`src/rtl/sgcfg_regs.vh`:
```
// offsets, field positions, reset values and timing for the switch config block
`ifndef SGCFG_REGS_VH
`define SGCFG_REGS_VH
`define SGC_CLK_HZ        125000000
`define SGC_FLASH_HZ      1
`define SGC_ORANGE_MS     250
`define SGC_DEBOUNCE_MS   10
`define SGC_HALF_FLASH_CYC (`SGC_CLK_HZ / (2 * `SGC_FLASH_HZ))
`define SGC_ORANGE_CYC    ((`SGC_CLK_HZ / 1000) * `SGC_ORANGE_MS)
`define SGC_DEBOUNCE_CYC  ((`SGC_CLK_HZ / 1000) * `SGC_DEBOUNCE_MS)
`define SGC_OFS_EXT_CFG   12'h000
`define SGC_OFS_EXT_WDOG  12'h004
`define SGC_OFS_STATUS    12'h008
`define SGC_EXT_ADDR_LSB  0
`define SGC_EXT_RATE_LSB  8
`define SGC_EXT_PAR_LSB   11
`define SGC_EXT_ASCII_BIT 13
`define SGC_ST_EXT_BIT    14
`define SGC_ST_RS232_BIT  15
`define SGC_ST_TERM_BIT   16
`define SGC_ST_STORE_BIT  17
`define SGC_ST_DONE_BIT   18
`define SGC_EXT_ADDR_RST  8'h01
`define SGC_EXT_ADDR_MAX  8'hF7
`define SGC_WDOG_RST      16'h0000
`define SGC_RATE_9K6      3'h0
`define SGC_RATE_19K2     3'h1
`define SGC_RATE_38K4     3'h2
`define SGC_RATE_57K6     3'h3
`define SGC_RATE_115K2    3'h4
`define SGC_PAR_NONE      2'h0
`define SGC_PAR_EVEN      2'h1
`define SGC_PAR_ODD       2'h2
`define SGC_DATA_BITS     4'h8
`define SGC_STOP_BITS     2'h1
`define SGC_LED_OFF       2'h0
`define SGC_LED_GREEN     2'h1
`define SGC_LED_RED       2'h2
`define SGC_LED_ORANGE    2'h3
`endif

```
`src/rtl/sgcfg_top.v`:
```
// switch decode, extended parameters, config store sequencing and apb registers
//
// Overview of operation
// - standard mode: 8 data, even, 1 stop, RTU
// - address is weighted sum of five switches
// - address switches zero select extended mode
// - extended mode accepts address 1 to 247
// - rate switches 6,7 pick four bit rates
// - 57.6 kbps only via extended parameters
// - one switch selects RS232 or RS485
// - termination on only while its switch on
// - store switch off-to-on starts configuration copy
// - storing: orange briefly, then green 1 Hz flash
// - switch held on restarts storage; off ends
// - after storage both status LEDs steady green
// - extended mode: tool parity, mode, watchdog used
// - no module bus address; switches only fieldbus
`timescale 1ns/1ps
`default_nettype none
`include "sgcfg_regs.vh"

module sgcfg_top #(
   parameter integer HALF_FLASH_CYC = `SGC_HALF_FLASH_CYC,
   parameter integer ORANGE_CYC     = `SGC_ORANGE_CYC,
   parameter integer DEBOUNCE_CYC   = `SGC_DEBOUNCE_CYC
) (
   input  wire        clk,
   input  wire        nrst,
   // apb register port
   input  wire        psel,
   input  wire        penable,
   input  wire        pwrite,
   input  wire [11:0] paddr,
   input  wire [31:0] pwdata,
   output reg  [31:0] prdata,
   output reg         pready,
   output reg         pslverr,
   // front panel switches, static levels
   input  wire [4:0]  sw_addr,
   input  wire        sw_rate6,
   input  wire        sw_rate7,
   input  wire        sw_if_rs232,
   input  wire        sw_term,
   input  wire        sw_store,
   // non-volatile store handshake
   input  wire        nvm_store_done,
   output reg         nvm_store_start,
   // effective line configuration
   output reg  [7:0]  node_addr,
   output reg  [2:0]  bit_rate,
   output reg  [3:0]  data_bits,
   output reg  [1:0]  parity,
   output reg  [1:0]  stop_bits,
   output reg         ascii_mode,
   output reg  [15:0] wdog_time,
   output reg         ext_mode,
   output reg         rs232_sel,
   output reg         term_en,
   output reg         storing,
   // status leds
   output reg  [1:0]  module_status_led,
   output reg  [1:0]  gateway_status_led
);

   localparam [1:0] ST_IDLE   = 2'h0;
   localparam [1:0] ST_ORANGE = 2'h1;
   localparam [1:0] ST_ACTIVE = 2'h2;

   // extended parameters written by the configuration tool
   reg  [7:0]  ext_addr_q;
   reg  [2:0]  ext_rate_q;
   reg  [1:0]  ext_par_q;
   reg         ext_ascii_q;
   reg  [15:0] ext_wdog_q;
   // store switch conditioning
   reg         sync1_q;
   reg         sync2_q;
   reg         deb_q;
   reg  [31:0] deb_cnt_q;
   // store sequencer
   reg  [1:0]  state_q;
   reg  [31:0] tmr_q;
   reg         flash_q;
   reg         done_q;

   // decode and handshake terms
   wire        wr_en;
   wire        rd_en;
   wire [2:0]  sel;
   wire        is_ext;
   wire [2:0]  sw_rate;
   wire [7:0]  wr_addr;
   wire [2:0]  wr_rate;
   wire [1:0]  wr_par;
   wire        deb_rise;
   wire        deb_fall;

   // one-hot register select, shared by error, read and write decode
   function [2:0] reg_sel;
      input [11:0] a;
      begin
         if (a == `SGC_OFS_EXT_CFG) begin
            reg_sel = 3'h1;
         end else if (a == `SGC_OFS_EXT_WDOG) begin
            reg_sel = 3'h2;
         end else if (a == `SGC_OFS_STATUS) begin
            reg_sel = 3'h4;
         end else begin
            reg_sel = 3'h0;
         end
      end
   endfunction

   // only the fieldbus node takes a switch address, the module bus needs none
   assign is_ext  = (sw_addr == 5'h00);

   // node address as the sum of the weights of the switches that are set
   wire [7:0]  addr_sum [0:5];
   genvar      gi;
   assign addr_sum[0] = 8'h00;
   generate
      for (gi = 0; gi < 5; gi = gi + 1) begin : g_addr_weight
         assign addr_sum[gi + 1] = addr_sum[gi] +
                                   (sw_addr[gi] ? (8'h01 << gi) : 8'h00);
      end
   endgenerate

   // switch table never yields the 57.6 code
   assign sw_rate = {sw_rate7 & sw_rate6, sw_rate7 & ~sw_rate6,
                     sw_rate6 & ~sw_rate7};
   assign sel     = reg_sel(paddr);
   // writes wait for the completing edge, never the first access cycle
   assign wr_en   = psel & penable & pready & pwrite;
   // read data is caught a cycle early so it stands beside pready
   assign rd_en   = psel & penable & ~pready & ~pwrite;
   assign wr_addr = pwdata[`SGC_EXT_ADDR_LSB +: 8];
   assign wr_rate = pwdata[`SGC_EXT_RATE_LSB +: 3];
   assign wr_par  = pwdata[`SGC_EXT_PAR_LSB +: 2];
   // rise and fall are decided on the edge that flips the accepted level
   assign deb_rise = deb_q == 1'b0 && sync2_q == 1'b1 &&
                     deb_cnt_q == DEBOUNCE_CYC - 1;
   assign deb_fall = deb_q == 1'b1 && sync2_q == 1'b0 &&
                     deb_cnt_q == DEBOUNCE_CYC - 1;

   // apb slave: one wait state, write lands on the completing edge
   always @(posedge clk) begin
      if (!nrst) begin
         pready  <= 1'b0;
         pslverr <= 1'b0;
         prdata  <= 32'h0000_0000;
      end else begin
         pready  <= psel & penable & ~pready;
         pslverr <= psel & penable & ~pready & ~(|sel);
         if (rd_en) begin
            if (sel[0]) begin
               prdata <= {18'h00000,
                          ext_ascii_q,
                          ext_par_q,
                          ext_rate_q,
                          ext_addr_q};
            end else if (sel[1]) begin
               prdata <= {16'h0000, ext_wdog_q};
            end else if (sel[2]) begin
               prdata <= {13'h0000,
                          done_q,
                          storing,
                          term_en,
                          rs232_sel,
                          ext_mode,
                          ascii_mode,
                          parity,
                          bit_rate,
                          node_addr};
            end else begin
               prdata <= 32'h0000_0000;
            end
         end
      end
   end

   // extended register writes; out-of-range fields keep their old value
   always @(posedge clk) begin
      if (!nrst) begin
         // reset leaves the tool set at standard framing
         ext_addr_q  <= `SGC_EXT_ADDR_RST;
         ext_rate_q  <= `SGC_RATE_9K6;
         ext_par_q   <= `SGC_PAR_EVEN;
         ext_ascii_q <= 1'b0;
         ext_wdog_q  <= `SGC_WDOG_RST;
      end else if (wr_en) begin
         if (sel[0]) begin
            if (wr_addr != 8'h00 && wr_addr <= `SGC_EXT_ADDR_MAX) begin
               ext_addr_q <= wr_addr;
            end
            if (wr_rate <= `SGC_RATE_115K2) begin
               ext_rate_q <= wr_rate;
            end
            if (wr_par != 2'h3) begin
               ext_par_q <= wr_par;
            end
            ext_ascii_q <= pwdata[`SGC_EXT_ASCII_BIT];
         end else if (sel[1]) begin
            ext_wdog_q <= pwdata[15:0];
         end
      end
   end

   // data and stop bits are fixed in both modes, the tool cannot change them
   always @(posedge clk) begin
      if (!nrst) begin
         data_bits <= `SGC_DATA_BITS;
         stop_bits <= `SGC_STOP_BITS;
      end else begin
         data_bits <= `SGC_DATA_BITS;
         stop_bits <= `SGC_STOP_BITS;
      end
   end

   // interface choice and termination apply in either mode
   always @(posedge clk) begin
      if (!nrst) begin
         rs232_sel <= 1'b0;
         term_en   <= 1'b0;
      end else begin
         rs232_sel <= sw_if_rs232;
         // termination is an rs485 matter only
         term_en   <= sw_term & ~sw_if_rs232;
      end
   end

   // effective line configuration, recomputed every cycle from switches or, in extended mode, from the extended registers
   always @(posedge clk) begin
      if (!nrst) begin
         node_addr  <= 8'h00;
         bit_rate   <= `SGC_RATE_9K6;
         parity     <= `SGC_PAR_EVEN;
         ascii_mode <= 1'b0;
         wdog_time  <= `SGC_WDOG_RST;
         ext_mode   <= 1'b0;
      end else begin
         ext_mode  <= is_ext;
         if (is_ext) begin
            node_addr  <= ext_addr_q;
            bit_rate   <= ext_rate_q;
            parity     <= ext_par_q;
            ascii_mode <= ext_ascii_q;
            wdog_time  <= ext_wdog_q;
         end else begin
            node_addr  <= addr_sum[5];
            bit_rate   <= sw_rate;
            parity     <= `SGC_PAR_EVEN;
            ascii_mode <= 1'b0;
            wdog_time  <= `SGC_WDOG_RST;
         end
      end
   end

   // two-flop sync, then level must hold a full window to be accepted
   always @(posedge clk) begin
      if (!nrst) begin
         sync1_q   <= 1'b0;
         sync2_q   <= 1'b0;
         deb_q     <= 1'b0;
         deb_cnt_q <= 32'h0000_0000;
      end else begin
         sync1_q <= sw_store;
         sync2_q <= sync1_q;
         if (sync2_q == deb_q) begin
            deb_cnt_q <= 32'h0000_0000;
         end else if (deb_cnt_q == DEBOUNCE_CYC - 1) begin
            deb_cnt_q <= 32'h0000_0000;
            deb_q     <= sync2_q;
         end else begin
            deb_cnt_q <= deb_cnt_q + 32'h0000_0001;
         end
      end
   end

   // store sequencer; a switch held high at reset release counts as a rise
   always @(posedge clk) begin
      if (!nrst) begin
         state_q         <= ST_IDLE;
         tmr_q           <= 32'h0000_0000;
         flash_q         <= 1'b0;
         done_q          <= 1'b0;
         nvm_store_start <= 1'b0;
         storing         <= 1'b0;
      end else begin
         nvm_store_start <= 1'b0;
         case (state_q)
            ST_IDLE: begin
               if (deb_rise) begin
                  state_q         <= ST_ORANGE;
                  tmr_q           <= 32'h0000_0000;
                  nvm_store_start <= 1'b1;
                  storing         <= 1'b1;
                  done_q          <= 1'b0;
               end
            end
            // orange shows once per storage, restarts keep flashing
            ST_ORANGE, ST_ACTIVE: begin
               if (deb_fall) begin
                  state_q <= ST_IDLE;
                  storing <= 1'b0;
                  done_q  <= 1'b1;
               end else begin
                  // a finished pass starts the next while the switch stays on
                  if (nvm_store_done) begin
                     nvm_store_start <= 1'b1;
                  end
                  if (state_q == ST_ORANGE && tmr_q == ORANGE_CYC - 1) begin
                     state_q <= ST_ACTIVE;
                     tmr_q   <= 32'h0000_0000;
                     flash_q <= 1'b1;
                  end else if (state_q == ST_ACTIVE && tmr_q == HALF_FLASH_CYC - 1) begin
                     tmr_q   <= 32'h0000_0000;
                     flash_q <= ~flash_q;
                  end else begin
                     tmr_q <= tmr_q + 32'h0000_0001;
                  end
               end
            end
            default: begin
               state_q <= ST_IDLE;
            end
         endcase
      end
   end

   // led colours follow the sequencer one cycle later
   always @(posedge clk) begin
      if (!nrst) begin
         module_status_led  <= `SGC_LED_OFF;
         gateway_status_led <= `SGC_LED_OFF;
      end else begin
         gateway_status_led <= `SGC_LED_GREEN;
         if (state_q == ST_ORANGE) begin
            module_status_led <= `SGC_LED_ORANGE;
         end else if (state_q == ST_ACTIVE) begin
            module_status_led <= flash_q ? `SGC_LED_GREEN : `SGC_LED_OFF;
         end else begin
            module_status_led <= `SGC_LED_GREEN;
         end
      end
   end

endmodule // sgcfg_top

`default_nettype wire

```
`config.mk`:
```
export PLATFORM = sky130hd
export DESIGN_NAME = sgcfg_top
export DESIGN_NICKNAME = d
export VERILOG_FILES = /design/src/rtl/sgcfg_top.v
export VERILOG_INCLUDE_DIRS = /design/src /design/src/rtl
export SDC_FILE = /design/constraint.sdc
export NUM_CORES = 1
export LEC_CHECK = 0
export ABC_AREA = 1
export BUFFER_PORTS_ARGS = -buffer_cell sky130_fd_sc_hd__buf_2
export CORE_UTILIZATION = 45
export CTS_BUF_LIST = sky130_fd_sc_hd__clkbuf_8
export CTS_CLUSTER_DIAMETER = 100
export DETAILED_ROUTE_END_ITERATION = 7
export GPL_TIMING_DRIVEN = 0
export PLACE_DENSITY = 0.69
export SLEW_MARGIN = 20
export SYNTH_ARGS = -nofsm -noshare
export SYNTH_HDL_FRONTEND = slang
export SYNTH_SLANG_ARGS = --single-unit
```
`constraint.sdc`:
```
create_clock -name clk -period 5.27 [get_ports clk]
set_clock_uncertainty 0.2 [all_clocks]
set_input_delay 1.054 -clock clk [delete_from_list [all_inputs] [get_ports clk]]
set_output_delay 1.054 -clock clk [all_outputs]
set_load 0.1 [all_outputs]
```
# Yosys cells after proc, flatten, opt, wreduce, memory -nomap -nowiden
# Cells that the tools add are included.
# op_classes
mux	38
reduce_logical	27
n_bitwise	23
n_lt_le_gt_ge	2
eq_ne	13
addsub	6
# op_table
cell	count
2-to-1 mux 32 bit	4
adder 32 x 1 -> 32 bit, second input constant	2
one-hot mux 32 bit (2 select lines)	1
2-to-1 mux 19 bit	3
== test 32 x 21 -> 1 bit, second input constant	1
== test 32 x 25 -> 1 bit, second input constant	1
== test 32 x 26 -> 1 bit, second input constant	1
AND reduction 3 bit	7
2-to-1 mux 3 bit	5
2-to-1 mux 1 bit	13
NOT 1 bit	13
== test 12 x 3 -> 1 bit, second input constant	1
== test 12 x 4 -> 1 bit, second input constant	1
zero test 12 bit	1
bitwise AND 1 bit	10
2-to-1 mux 2 bit	5
less-or-equal comparator 8 bit, second input constant	1
2-to-1 mux 8 bit	1
!= test 2 bit, second input constant	4
AND reduction 2 bit	4
nonzero test 8 bit	1
logical AND 1 bit	7
adder 5 x 5 -> 6 bit	1
one-hot mux 1 bit (2 select lines)	3
other kinds (16)	18
# word_totals
in_bits	60
regBits	174

# Depth between registers and ports, before layout
# logic_depth
depth_word	7
depth_mapped	15

# Worst setup path after synthesis
# No wires, ideal clock.
# synth_timing
path_type	input port to flip-flop
from	input port paddr[7]
to	register ext_wdog_q[12]
cell_stages	9
path_buffers	2
setup_slack_ps	2730
setup_time_ps	128
required_ps	4942
arrival_ps	2212
path_cell_list	nor2_1 nand2_1 nor2_2 nand2_2 or2_2 clkbuf_1 clkbuf_1 o21ai_0 a21oi_1
# synth_via
elab_chain_len	5
# synth_rtl
element	line_no	source
from (decl)	sgcfg_top.v:33	input wire [11:0] paddr,
== test 12 x 3 -> 1 bit (no line)	n/a	
2-to-1 mux 3 bit	sgcfg_top.v:104	end else if (a == `SGC_OFS_EXT_WDOG) begin
2-to-1 mux 3 bit (*)	sgcfg_top.v:102	if (a == `SGC_OFS_EXT_CFG) begin
NOT 1 bit (no line)	n/a	
AND reduction 3 bit (no line) (*)	n/a	
to (signal assigned)	sgcfg_top.v:189	ext_wdog_q <= `SGC_WDOG_RST;
to (signal assigned)	sgcfg_top.v:203	ext_wdog_q <= pwdata[15:0];
to (decl)	sgcfg_top.v:74	reg [15:0] ext_wdog_q;
# Mark *: on every way between the ends. The rest lies on a longest branch, timed or not.
# A chain may end at the register's enable or synchronous reset.

# Worst setup path after layout
# layout_timing
from	input port paddr[5]
to	register ext_addr_q[2]
# layout_via
elab_chain_len	4
# layout_rtl
element	line_no	source
== test 12 x 3 -> 1 bit (no line)	n/a	
2-to-1 mux 3 bit	sgcfg_top.v:104	
2-to-1 mux 3 bit (*)	sgcfg_top.v:102	
AND reduction 3 bit (no line) (*)	n/a	
to (signal assigned)	sgcfg_top.v:185	ext_addr_q <= `SGC_EXT_ADDR_RST;
to (signal assigned)	sgcfg_top.v:193	ext_addr_q <= wr_addr;
to (decl)	sgcfg_top.v:70	reg [7:0] ext_addr_q;
# Marks and branches as above.

==> run summary <==
sequential fraction of the synthesis area: 0.3831
EDFF count, synth: 0
TritonCTS Buffers: 17
CP required: 5.40 ns
CTS-repair resized insts: 0
Synth Cell Area: 8362 sq um
clock sink count: 160
cells after synthesis: 1297
Most used DFF post-synth: dfxtp_1
worst vdd ir: 212.2 uV
CTS clk-pin slew, worst paths: 0.09 ns
FMAX: 0.3748 GHz
clk root buf: clkbuf_8
commonest non-fill, non-tap cells in the layout: 302 x nand2_1, 242 x nor2_1, 163 x inv_1, 160 x dfxtp_1, 109 x buf_2
critical path class: in2reg
I/O Pins: 139
average cell area after synthesis: 6.447 sq um
Final HPWL DP: 18.55 mm
postcts setup bufs: 0
peak fanout along the critical path: 10
fin crit share: 0.5063
Setup WS pre-CTS: 2.173 ns
Initial Util: 0.4623
Critical Path Source Type: primary input
Worst EP arrival: 2.80 ns
final max-slew violation count: 0
crit-path cells: buf_2 -> nor2_1 -> nand2_1 -> nor2_2 -> nand2_1 -> nor2_1 -> o221ai_1 -> clkbuf_1 -> o21ai_0 -> a21oi_1
Final Critical Period: 2.668 ns
routability cong.: 0.9632
Site Rows: 49
Lkg Pwr: 0.003910 uW
WL final: 24.40 mm
gr usage total: 0.2595
full die area: 19130 sq um
Final Cell Area: 9627 sq um
number of remaining DRC errors: 6
drt pass-1 iters: 8
vias per cell: 5.050
number of buffers added on ports: 102
1st-iter DRT viols: 655
worst min path class: reg2reg
core region area: 18090 sq um
Hold Violations, Final: 0
WHS: 0.2291 ns
largest incremental delay on the critical path: 0.33 ns
Critical Path End Type: register
Clock Tree Buf Depth: 2
Slowest cell on crit path: o221ai_1
TNS Setup: 0 ns
Final #Nets: 1504
Setup Viol. Count Final: 0
Slew @ Worst Pin: 0.6851 ns
most common cell after layout, fill and taps aside: nand2_1
Routed Antenna Nets: 0
layout cells sized above 1: 0.1360
pin count of the biggest net entering global routing: 17
Max-Cap Viols: 0
Die X: 138.3 um
Async SR Flop Fraction: 0
initial antenna violation count: 0
power density over the cells: 300.6 nW/um^2
failing checks: DRC
final worst setup slack: 2.602 ns
number of global-route vias before repair: 7841
Post-CTS Hold Fix Bufs: 0
Die Span Y: 138.3 um
wire per inst: 14.54 um
global-route wire length before repair: 39.27 mm
Rel. slew slack: 0.5432
grt ovf: 0
RSZ-0062 raised after global routing: no
Skew-Pair Late Insertion Delay: 0.47 ns
Placed Instance Area: 9226 sq um
Synth-to-Final Area Change: 15.13%
Antenna Cells: 0
CTS tree: yes
Netlist cell types: 45
synthesis warning total: 0
number of synthesized register bits: 160
status: complete, but fails checks
routed vias: 8474
H-tree levels: 4
cell type report:
class / instances / area (sq um)
Fill cell: 1852 / 8459
Sequential cell: 160 / 3203
Tap cell: 229 / 286.5
Multi-Input combinational cell: 924 / 4234
Clock inverter: 14 / 152.6
Inverter: 170 / 640.6
Clock buffer: 18 / 247.7
Timing Repair Buffer: 102 / 510.5
Buffer: 61 / 351.6
synthesized netlist by cell type, types with 2 or more instances:
cell,instances,area share
a21oi_1,77,0.046
a21oi_2,4,0.0042
a31oi_1,14,0.010
buf_2,7,0.0042
buf_4,24,0.022
buf_6,3,0.0040
clkbuf_1,25,0.011
conb_1,2,0.00090
dfxtp_1,160,0.38
ha_1,8,0.012
inv_1,161,0.072
inv_2,7,0.0031
nand2_1,302,0.14
nand2_2,3,0.0022
nand3_1,56,0.034
nand3_4,2,0.0042
nand4_1,29,0.022
nor2_1,242,0.11
nor2_2,5,0.0037
nor2_4,3,0.0040
nor3_1,26,0.016
nor3b_1,5,0.0045
nor4_1,3,0.0022
o21a_1,2,0.0018
o21ai_0,91,0.054
o21ai_1,2,0.0012
o22ai_1,2,0.0015
or2_2,2,0.0015
xnor2_1,2,0.0021
xor2_1,13,0.014
critical path: cells and delay by family:
kind,cells,cell delay (ns)
AND/OR/NAND/NOR,5,0.78
buffers and inverters,2,0.39
AO/OA/AOI/OAI,3,0.58
metal layers:
layer | global-route usage | share of wire | up-vias
met2 | 0.4368 | 0.46 | 326
met4 | 0.08397 | 0.018 | 0
met3 | 0.06200 | 0.084 | 39
met5 | 0 | 0 | -
li1 | - | - | 4355
met1 | 0.3261 | 0.44 | 3754
registers in the layout, indices dropped and copies added (netlist names), 8 cells and up:
name	count
node_addr	8
wdog_time	16
prdata	19
ext_wdog_q	16
ext_addr_q	8
tmr_q	32
deb_cnt_q	32
power by group:
group	total, uW	internal, uW	switching, uW
sequential	1280	1250	30.6
clock	947	441	506
combinational	666	163	503
total	2890	1850	1040
stage by stage:
stage	instances	power, uW	util
after global routing	1678	3023	0.5323
after floorplan	1315	1822	-
after detailed placement	1646	1970	0.5101
after CTS	1678	2905	0.5323
final	1678	2894	0.5323
after global placement	1646	1966	0.5101
cells by family (layout without fill, tap and decap cells):
| family | count (synthesis) | in the layout | synth area share |
|---|---|---|---|
| simple gates | 683 | 683 | 0.3440 |
| buf+inv | 231 | 365 | 0.1187 |
| fa+ha+maj | 8 | 8 | 0.01197 |
| other cells | 2 | 20 | 0.0008981 |
| xor+xnor | 15 | 15 | 0.01571 |
| flops | 160 | 160 | 0.3831 |
| compound gates | 198 | 198 | 0.1257 |
worst paths after layout:
check,slack [ns],startpoint,end,cells past startpoint
max,2.60,paddr[5],ext_addr_q[2],10
min,0.23,sync1_q,sync2_q,2
max reg2reg,2.72,tmr_q[1],state_q[1],10
min reg2reg,0.23,sync1_q,sync2_q,2
Note: power is estimated with default switching activity, not from simulation.
